File: src/fsp_pkg.sv
/*
  Constants shared by the framed serial sample port: word length, shift clock
  division and sampling points, and result buffer depth.
  Assumes a 25 MHz system clock; the shift clock division and sample phase derive from it.
*/
`default_nettype none

package fsp_pkg;

  // System clock period and wanted shift clock period, in ns
  localparam int FSP_CLK_PERIOD_NS = 40;
  localparam int FSP_SCLK_PERIOD_NS = 320;

  // System clocks per shift clock period, and per half period
  localparam int FSP_SCLK_DIV = FSP_SCLK_PERIOD_NS / FSP_CLK_PERIOD_NS;
  localparam int FSP_SCLK_HALF = FSP_SCLK_DIV / 2;

  // Divider phase at which synchronised inputs are sampled (mid low phase)
  localparam int FSP_SAMPLE_PHASE = FSP_SCLK_HALF + 1;

  // Bits per serial word
  localparam int FSP_WORD_BITS = 16;

  // Result buffer depth in words
  localparam int FSP_FIFO_DEPTH = 4;

  // Transmit sequencer states
  typedef enum logic [1:0] {
    FSP_TX_IDLE = 2'b00,
    FSP_TX_SYNC = 2'b01,
    FSP_TX_SHIFT = 2'b10
  } fsp_tx_state_t;

endpackage : fsp_pkg

`default_nettype wire

File: src/fsp_fifo.sv
/*
  Small synchronous FIFO with valid/ready on both sides.
  Assumes DEPTH is a power of two; one clock, asynchronous active-low reset.
*/
`default_nettype none

module fsp_fifo #(
  parameter int WIDTH = 16,
  parameter int DEPTH = 4
) (
  input wire logic clk_i,
  input wire logic rst_n_i,
  input wire logic in_valid_i,
  output logic in_ready_o,
  input wire logic [WIDTH-1:0] in_data_i,
  output logic out_valid_o,
  input wire logic out_ready_i,
  output logic [WIDTH-1:0] out_data_o
);

  localparam int AW = (DEPTH > 1) ? $clog2(DEPTH) : 1;

  logic [WIDTH-1:0] mem [DEPTH];  // Storage
  logic [AW:0] wr_ptr;  // Write pointer, extra wrap bit
  logic [AW:0] rd_ptr;  // Read pointer, extra wrap bit
  logic push;  // Word accepted
  logic pop;  // Word delivered
  logic full;
  logic empty;

  // Full when pointers differ only in the wrap bit
  assign full = (wr_ptr[AW] != rd_ptr[AW]) && (wr_ptr[AW-1:0] == rd_ptr[AW-1:0]);
  assign empty = (wr_ptr == rd_ptr);
  assign in_ready_o = !full;
  assign out_valid_o = !empty;
  assign push = in_valid_i && !full;
  assign pop = out_ready_i && !empty;
  // Read data straight from storage; the consumer registers it
  assign out_data_o = mem[rd_ptr[AW-1:0]];

  // Write side
  always_ff @(posedge clk_i or negedge rst_n_i) begin
    if (!rst_n_i) begin
      wr_ptr <= '0;
    end else if (push) begin
      wr_ptr <= wr_ptr + 1'b1;
    end
  end

  // Storage has no reset; empty flag hides stale words
  always_ff @(posedge clk_i) begin
    if (push) begin
      mem[wr_ptr[AW-1:0]] <= in_data_i;
    end
  end

  // Read side
  always_ff @(posedge clk_i or negedge rst_n_i) begin
    if (!rst_n_i) begin
      rd_ptr <= '0;
    end else if (pop) begin
      rd_ptr <= rd_ptr + 1'b1;
    end
  end

endmodule : fsp_fifo

`default_nettype wire

File: src/fsp_serial_port.sv
/*
  Device end of the framed serial sample port: sources the shift clock,
  sends buffered result words each behind their own frame sync, and
  receives framed control words from the host.
  Assumes the host samples on the falling shift clock edge, changes its
  data on the rising one, and that its inputs arrive asynchronous to clk_i.
*/
`default_nettype none

module fsp_serial_port
  import fsp_pkg::*;
#(
  parameter int DIV = FSP_SCLK_DIV,
  parameter int DEPTH = FSP_FIFO_DEPTH
) (
  input wire logic clk_i,
  input wire logic rst_n_i,
  input wire logic result_valid_i,
  output logic result_ready_o,
  input wire logic [FSP_WORD_BITS-1:0] result_data_i,
  output logic result_pending_o,
  output logic serial_shift_clock_o,
  output logic serial_result_out_o,
  output logic result_frame_sync_out_o,
  input wire logic serial_control_in_i,
  input wire logic control_frame_sync_in_i,
  output logic [FSP_WORD_BITS-1:0] ctrl_word_o,
  output logic ctrl_valid_o
);

  localparam int CW = $clog2(DIV);
  localparam int BW = $clog2(FSP_WORD_BITS);

  logic [CW-1:0] div_cnt;  // Shift clock phase
  logic tick;  // Last phase before a rising shift clock edge
  logic sample_pt;  // Phase for sampling host pins
  logic fifo_valid;  // Buffered word ready
  logic [FSP_WORD_BITS-1:0] fifo_data;  // Head of buffer
  logic tx_pop;  // Take the head word
  fsp_tx_state_t tx_state;  // Transmit sequencer
  logic [FSP_WORD_BITS-1:0] tx_word;  // Word being sent, kept whole
  logic [FSP_WORD_BITS-1:0] tx_shreg;  // Remaining bits
  logic [BW-1:0] tx_bits;  // Bits still to send after current
  logic tx_last;  // Current bit is the LSB
  logic [1:0] din_sync;  // Control data synchroniser
  logic [1:0] fs_sync;  // Control frame sync synchroniser
  logic rx_active;  // Receiving a control word
  logic [BW-1:0] rx_cnt;  // Bits received so far
  logic [FSP_WORD_BITS-1:0] rx_shreg;  // Assembling control word

  // Result buffer; its ready stalls the user side
  fsp_fifo #(
    .WIDTH(FSP_WORD_BITS),
    .DEPTH(DEPTH)
  ) u_fifo (
    .clk_i(clk_i),
    .rst_n_i(rst_n_i),
    .in_valid_i(result_valid_i),
    .in_ready_o(result_ready_o),
    .in_data_i(result_data_i),
    .out_valid_o(fifo_valid),
    .out_ready_i(tx_pop),
    .out_data_o(fifo_data)
  );

  assign tick = (div_cnt == CW'(DIV - 1));
  assign sample_pt = (div_cnt == CW'(FSP_SAMPLE_PHASE));
  assign tx_last = (tx_state == FSP_TX_SHIFT) && (tx_bits == '0);
  // A new frame may start straight after the previous LSB, so words stream back to back
  assign tx_pop = tick && fifo_valid && ((tx_state == FSP_TX_IDLE) || tx_last);
  // Tells the host a result is still queued or on the wire
  assign result_pending_o = fifo_valid || (tx_state != FSP_TX_IDLE);

  // Shift clock divider, free running so the host always has a clock
  always_ff @(posedge clk_i or negedge rst_n_i) begin
    if (!rst_n_i) begin
      div_cnt <= '0;
    end else if (tick) begin
      div_cnt <= '0;
    end else begin
      div_cnt <= div_cnt + 1'b1;
    end
  end

  // Shift clock output, high for the first half of each period
  always_ff @(posedge clk_i or negedge rst_n_i) begin
    if (!rst_n_i) begin
      serial_shift_clock_o <= 1'b0;
    end else if (tick) begin
      serial_shift_clock_o <= 1'b1;
    end else if (div_cnt == CW'(FSP_SCLK_HALF - 1)) begin
      serial_shift_clock_o <= 1'b0;
    end
  end

  // Transmit sequencer: idle, one sync period, sixteen bit periods
  always_ff @(posedge clk_i or negedge rst_n_i) begin
    if (!rst_n_i) begin
      tx_state <= FSP_TX_IDLE;
    end else if (tick) begin
      case (tx_state)
        FSP_TX_IDLE: begin
          if (tx_pop) begin
            tx_state <= FSP_TX_SYNC;
          end
        end
        FSP_TX_SYNC: begin
          tx_state <= FSP_TX_SHIFT;
        end
        FSP_TX_SHIFT: begin
          if (tx_last) begin
            tx_state <= tx_pop ? FSP_TX_SYNC : FSP_TX_IDLE;
          end
        end
        default: begin
          tx_state <= FSP_TX_IDLE;
        end
      endcase
    end
  end

  // Result frame sync, high only in the period before the MSB
  always_ff @(posedge clk_i or negedge rst_n_i) begin
    if (!rst_n_i) begin
      result_frame_sync_out_o <= 1'b0;
    end else if (tick) begin
      result_frame_sync_out_o <= tx_pop;
    end
  end

  // Word capture and shift register; MSB goes out first
  always_ff @(posedge clk_i or negedge rst_n_i) begin
    if (!rst_n_i) begin
      tx_word <= '0;
      tx_shreg <= '0;
      tx_bits <= '0;
      serial_result_out_o <= 1'b0;
    end else if (tick) begin
      if (tx_pop) begin
        tx_word <= fifo_data;
        serial_result_out_o <= 1'b0;
      end else if (tx_state == FSP_TX_SYNC) begin
        serial_result_out_o <= tx_word[FSP_WORD_BITS-1];
        tx_shreg <= {tx_word[FSP_WORD_BITS-2:0], 1'b0};
        tx_bits <= BW'(FSP_WORD_BITS - 1);
      end else if (tx_state == FSP_TX_SHIFT && !tx_last) begin
        serial_result_out_o <= tx_shreg[FSP_WORD_BITS-1];
        tx_shreg <= {tx_shreg[FSP_WORD_BITS-2:0], 1'b0};
        tx_bits <= tx_bits - 1'b1;
      end else begin
        // Line rests low between words
        serial_result_out_o <= 1'b0;
      end
    end
  end

  // Two-stage synchronisers for host-driven pins
  always_ff @(posedge clk_i or negedge rst_n_i) begin
    if (!rst_n_i) begin
      din_sync <= 2'h0;
      fs_sync <= 2'h0;
    end else begin
      din_sync <= {din_sync[0], serial_control_in_i};
      fs_sync <= {fs_sync[0], control_frame_sync_in_i};
    end
  end

  // Control word receiver; a sync seen while busy is ignored
  always_ff @(posedge clk_i or negedge rst_n_i) begin
    if (!rst_n_i) begin
      rx_active <= 1'b0;
      rx_cnt <= '0;
      rx_shreg <= '0;
    end else if (sample_pt) begin
      if (!rx_active) begin
        if (fs_sync[1]) begin
          rx_active <= 1'b1;
          rx_cnt <= '0;
        end
      end else begin
        rx_shreg <= {rx_shreg[FSP_WORD_BITS-2:0], din_sync[1]};
        rx_cnt <= rx_cnt + 1'b1;
        if (rx_cnt == BW'(FSP_WORD_BITS - 1)) begin
          rx_active <= 1'b0;
        end
      end
    end
  end

  // Completed control word and its one-cycle strobe
  always_ff @(posedge clk_i or negedge rst_n_i) begin
    if (!rst_n_i) begin
      ctrl_word_o <= '0;
      ctrl_valid_o <= 1'b0;
    end else if (sample_pt && rx_active && rx_cnt == BW'(FSP_WORD_BITS - 1)) begin
      ctrl_word_o <= {rx_shreg[FSP_WORD_BITS-2:0], din_sync[1]};
      ctrl_valid_o <= 1'b1;
    end else begin
      ctrl_valid_o <= 1'b0;
    end
  end

  // Shift clock high phase lasts exactly half a period
  property p_sclk_high;
    @(posedge clk_i) disable iff (!rst_n_i)
    $rose(serial_shift_clock_o) |-> serial_shift_clock_o[*4] ##1 !serial_shift_clock_o;
  endproperty
  a_sclk_high: assert property (p_sclk_high) else $error("shift clock high phase wrong");

  // Frame sync lasts one full shift clock period
  property p_fs_width;
    @(posedge clk_i) disable iff (!rst_n_i)
    $rose(result_frame_sync_out_o) |-> result_frame_sync_out_o[*8] ##1 !result_frame_sync_out_o;
  endproperty
  a_fs_width: assert property (p_fs_width) else $error("frame sync width wrong");

  // Sync high only while in the sync state
  property p_fs_state;
    @(posedge clk_i) disable iff (!rst_n_i)
    result_frame_sync_out_o |-> tx_state == FSP_TX_SYNC;
  endproperty
  a_fs_state: assert property (p_fs_state) else $error("frame sync outside sync period");

  // Every frame is caused by taking one word from the buffer
  property p_fs_pop;
    @(posedge clk_i) disable iff (!rst_n_i)
    $rose(result_frame_sync_out_o) |-> $past(tx_pop);
  endproperty
  a_fs_pop: assert property (p_fs_pop) else $error("frame without a word");

  // The shifting period lasts sixteen bit periods exactly
  property p_word_len;
    @(posedge clk_i) disable iff (!rst_n_i)
    $fell(result_frame_sync_out_o) |-> ##127 tx_state == FSP_TX_SHIFT ##1 tx_state != FSP_TX_SHIFT;
  endproperty
  a_word_len: assert property (p_word_len) else $error("word not sixteen bits");

  // MSB is on the line as the sync drops, and data moves with the clock rise
  property p_msb_first;
    @(posedge clk_i) disable iff (!rst_n_i)
    $fell(result_frame_sync_out_o) |-> serial_result_out_o == tx_word[FSP_WORD_BITS-1] && $rose(serial_shift_clock_o);
  endproperty
  a_msb_first: assert property (p_msb_first) else $error("MSB not first after sync");

  // Receiver takes sixteen sample periods then strobes the word
  property p_rx_len;
    @(posedge clk_i) disable iff (!rst_n_i)
    $rose(rx_active) |-> ##127 rx_active ##1 (!rx_active && ctrl_valid_o);
  endproperty
  a_rx_len: assert property (p_rx_len) else $error("control word length wrong");

  // Control strobe is a single cycle
  property p_ctrl_pulse;
    @(posedge clk_i) disable iff (!rst_n_i)
    ctrl_valid_o |=> !ctrl_valid_o;
  endproperty
  a_ctrl_pulse: assert property (p_ctrl_pulse) else $error("control strobe too long");

endmodule : fsp_serial_port

`default_nettype wire

File: config.mk
export PLATFORM = sky130hd
export DESIGN_NAME = fsp_serial_port
export DESIGN_NICKNAME = d
export VERILOG_FILES = /design/src/fsp_pkg.sv /design/src/fsp_fifo.sv /design/src/fsp_serial_port.sv
export SDC_FILE = /design/constraint.sdc
export NUM_CORES = 1
export LEC_CHECK = 0
export BUFFER_PORTS_ARGS = -buffer_cell sky130_fd_sc_hd__buf_2
export CAP_MARGIN = 20
export CORE_MARGIN = 4
export CORE_UTILIZATION = 60
export CTS_CLUSTER_DIAMETER = 120
export DETAILED_ROUTE_END_ITERATION = 16
export PLACE_DENSITY = 0.88
export RECOVER_POWER = 50
export SLEW_MARGIN = 0
export SYNTH_ARGS = -nofsm -noshare
export SYNTH_HDL_FRONTEND = slang
export SYNTH_SLANG_ARGS = --single-unit
File: constraint.sdc
create_clock -name clk_i -period 2.7 [get_ports clk_i]
set_clock_uncertainty 0.15 [all_clocks]
set_input_delay 0.54 -clock clk_i [delete_from_list [all_inputs] [get_ports clk_i]]
set_output_delay 0.54 -clock clk_i [all_outputs]
set_load 0.02 [all_outputs]
==> impl_metrics.tcl <==
set metrics [dict create \
    overflow 0 \
    finalNetCount 443 \
    clk_pin_slew_ns 0.07 \
    start_kind "register" \
    avgRoutedWirePerCell_um 18.5 \
    timing.rr.end "tx_shreg[7]$_DFFE_PN0P_" \
    layout-drive-gt1-share 0.387 \
    crit_slowest_cell "dfrtp_1" \
    synth_area_per_cell_um2 17.5 \
    clock_latency_ns 0.53 \
    setup_viol 0 \
    r2r_slack_ns 0.38 \
    synthDistinctLibCells 39 \
    max_freq_ghz 0.394 \
    cts_buffer_depth 2 \
    worstPathCellList "xnor2_1, nand3b_1, or3_1, buf_2" \
    postRouteAntennaNets 0 \
    cts_sinks 154 \
    root_buffer "clkbuf_8" \
    cts_tree "built" \
    p_int_w 0.00537 \
    rsz0062_at_grt "no" \
    row_count 36 \
    cpPeakStageDelay_ns 0.45 \
    syn_nets 384 \
    yosysMostFrequentCell "dfrtp_1" \
    io_buffers 42 \
    combinationalPowerShare 0.217 \
    p_leak_nw 3.01 \
    irDropWorstVdd_mv 0.696 \
    syn_area_um2 6150 \
    period_minus_slack_ns 2.54 \
    drt-vias-per-instance 5.61 \
    dp.final_hpwl_um 6200 \
    timing.rr.start "tx_bits[0]$_DFFE_PN0P_" \
    synth_top_cells_by_count "dfrtp_1 (90), mux2_2 (70), edfxtp_1 (64)" \
    status "finished clean" \
    hold_class "in2reg" \
    n_antenna_cell 0 \
    dr.pass1.iters 4 \
    syn_to_final_growth_pct 15.8 \
    syn-instance-count 352 \
    min_from "result_data_i[14]" \
    hold_end "u_fifo.mem[1][14]$_DFFE_PP_" \
    max-cap-violations 0 \
    clockPowerShare 0.335 \
    drt_iter0_drc 198 \
    synth_top_cell_by_area "dfrtp_1" \
    fp.coreArea_um2 9860 \
    fp.dieW_um 109 \
    seq_power_share 0.448 \
    grt_first_pass_wirelength_um 17100 \
    start_util 0.623 \
    arrival_ns 1.85 \
    endpoint_kind "output pin" \
    grtUsageTotal 0.198 \
    power.density_nw_per_um2 1040 \
    synth_ff_type "dfrtp_1" \
    die-area_um2 11900 \
    die_h_um 109 \
    finish.instance_area_um2 7120 \
    num_vias 3127 \
    worst-path-max-fanout 5 \
    numCtsBuffers 17 \
    switching_power_w 0.00203 \
    period_share 0.939 \
    synthArstFlopShare 0.584 \
    hold_depth 1 \
    rr_worst_depth 7 \
    worst_pin_slew_ns 1.22 \
    htree_num_levels 4 \
    synth.top_cell.area_share 0.366 \
    slew_headroom 0.190 \
    io_pins 43 \
    utilization 0.722 \
    crit_required_ns 2.01 \
    cts_resized 0 \
    ys_warn_count 0 \
    wl_um 10300 \
    hold_violations 0 \
    synth_area_leaders "dfrtp_1 (37%), edfxtp_1 (31%), mux2_2 (13%), mux4_2 (5.9%), ha_1 (2.2%)" \
    synth_edf_count 64 \
    crit_type "reg2out" \
    synth-seq-cells 154 \
    swShare 0.275 \
    gp_congestion 0.730 \
    ys_seq_area_frac 0.679 \
    fin_setup_tns_ns 0 \
    maxSlewViolCount 0 \
    grt_pass1_vias 3377 \
    placed_area_um2 6500 \
    antenna_found_initial 0 \
    drc 0 \
    grt_max_degree 53 \
]
cells by family after synthesis:
kind of cell	Yosys count	synth area share
AND/OR/NAND/NOR	43	0.0370
AO/OA/AOI/OAI	19	0.0230
multiplexers	94	0.205
XOR/XNOR	7	0.00997
adder cells (fa/ha/maj)	11	0.0224
buffers and inverters	24	0.0234
flip-flops	154	0.679
flip-flops by register name, summed over array words and instances, names as in the netlist, 2 cells and up:
name / flops
u_fifo.rd_ptr: 3
rx_shreg: 15
tx_shreg: 15
ctrl_word_o: 16
u_fifo.mem: 64
u_fifo.wr_ptr: 3
din_sync: 2
tx_word: 16
div_cnt: 3
fs_sync: 2
tx_state: 2
tx_bits: 4
rx_cnt: 4
layout make-up:
| class | instances | area [um^2] |
|---|---|---|
| Fill cell | 576 | 2740 |
| Clock inverter | 15 | 214 |
| Inverter | 10 | 37.5 |
| Multi-Input combinational cell | 174 | 1830 |
| Sequential cell | 154 | 4170 |
| Timing Repair Buffer | 54 | 284 |
| Clock buffer | 17 | 414 |
| Tap cell | 133 | 166 |
how the worst max path moves through the flow:
stage | from | endpoint | slack [ns]
3_3_place_gp | tx_bits[0]$_DFFE_PN0P_ | tx_shreg[15]$_DFFE_PN0P_ | 0.51
5_1_grt | u_fifo.wr_ptr[0]$_DFFE_PN0P_ | result_pending_o | 0.04
4_1_cts | u_fifo.wr_ptr[0]$_DFFE_PN0P_ | result_pending_o | 0.12
6_report | u_fifo.wr_ptr[0]$_DFFE_PN0P_ | result_pending_o | 0.16
3_5_place_dp | tx_bits[0]$_DFFE_PN0P_ | tx_shreg[7]$_DFFE_PN0P_ | 0.42
2_1_floorplan | tx_bits[0]$_DFFE_PN0P_ | tx_shreg[10]$_DFFE_PN0P_ | 0.56
worst max-delay path, delay by kind of cell (launching register included):
kind	cells	cell delay, ns
DFF	1	0.45
buffers and inverters	1	0.17
xor gates and xnor gates	1	0.22
and+or+nand+nor	2	0.48
metrics by stage:
| stage | instances | power, W | hold WS (ns) | worst slack [ns] |
|---|---|---|---|---|
| after global placement | 522 | 0.00484 | 0.185 | 0.510 |
| after CTS | 557 | 0.00748 | 0.0453 | 0.123 |
| after global routing | 557 | 0.00778 | 0.104 | 0.0353 |
| after floorplan | 352 | 0.00451 | 0.0944 | 0.559 |
| final | 557 | 0.00740 | 0.117 | 0.164 |
| after detailed placement | 522 | 0.00493 | 0.185 | 0.418 |
timing repair:
| action | CTS | global route |
|---|---|---|
| setup buffers | 0 | 0 |
| hold endpoints to repair | 53 | 0 |
| hold buffers | 3 | 0 |
metal layers:
metal	routed length, um	share of wire	vias to the layer above	track usage
met5	0	0	-	0
met4	162	0.016	0	0.0855
met3	467	0.045	17	0.0675
met2	5410	0.52	64	0.327
met1	4290	0.42	1611	0.237
li1	-	-	1435	-
layout by cell type, fill, tap and decap left out, types with 2 or more instances in the layout:
| cell | count |
|---|---|
| a32o_1 | 2 |
| mux2_2 | 70 |
| nand2_1 | 9 |
| xnor2_1 | 5 |
| mux2_4 | 7 |
| inv_6 | 3 |
| buf_2 | 25 |
| clkinv_4 | 3 |
| buf_4 | 7 |
| nand4_1 | 2 |
| dfrtp_1 | 90 |
| inv_8 | 2 |
| bufinv_16 | 4 |
| inv_1 | 10 |
| a21oi_1 | 3 |
| clkbuf_16 | 16 |
| mux4_2 | 16 |
| and3_1 | 4 |
| a22o_1 | 3 |
| a211oi_1 | 2 |
| nor3_1 | 4 |
| xor2_1 | 2 |
| nand3_1 | 6 |
| edfxtp_1 | 64 |
| clkinvlp_4 | 2 |
| o21ai_0 | 5 |
| dlygate4sd3_1 | 3 |
| nor2_1 | 9 |
| clkbuf_1 | 17 |
| ha_1 | 11 |
power groups by stage:
stage	sequential (W)	combinational, W	clock, W
floorplan	0.00326	0.00126	0
global placement	0.00330	0.00153	0
detailed placement	0.00334	0.00160	0
CTS	0.00331	0.00164	0.00253
global route	0.00337	0.00177	0.00264
finish	0.00332	0.00160	0.00248
Power figures use the tool's default switching activity.
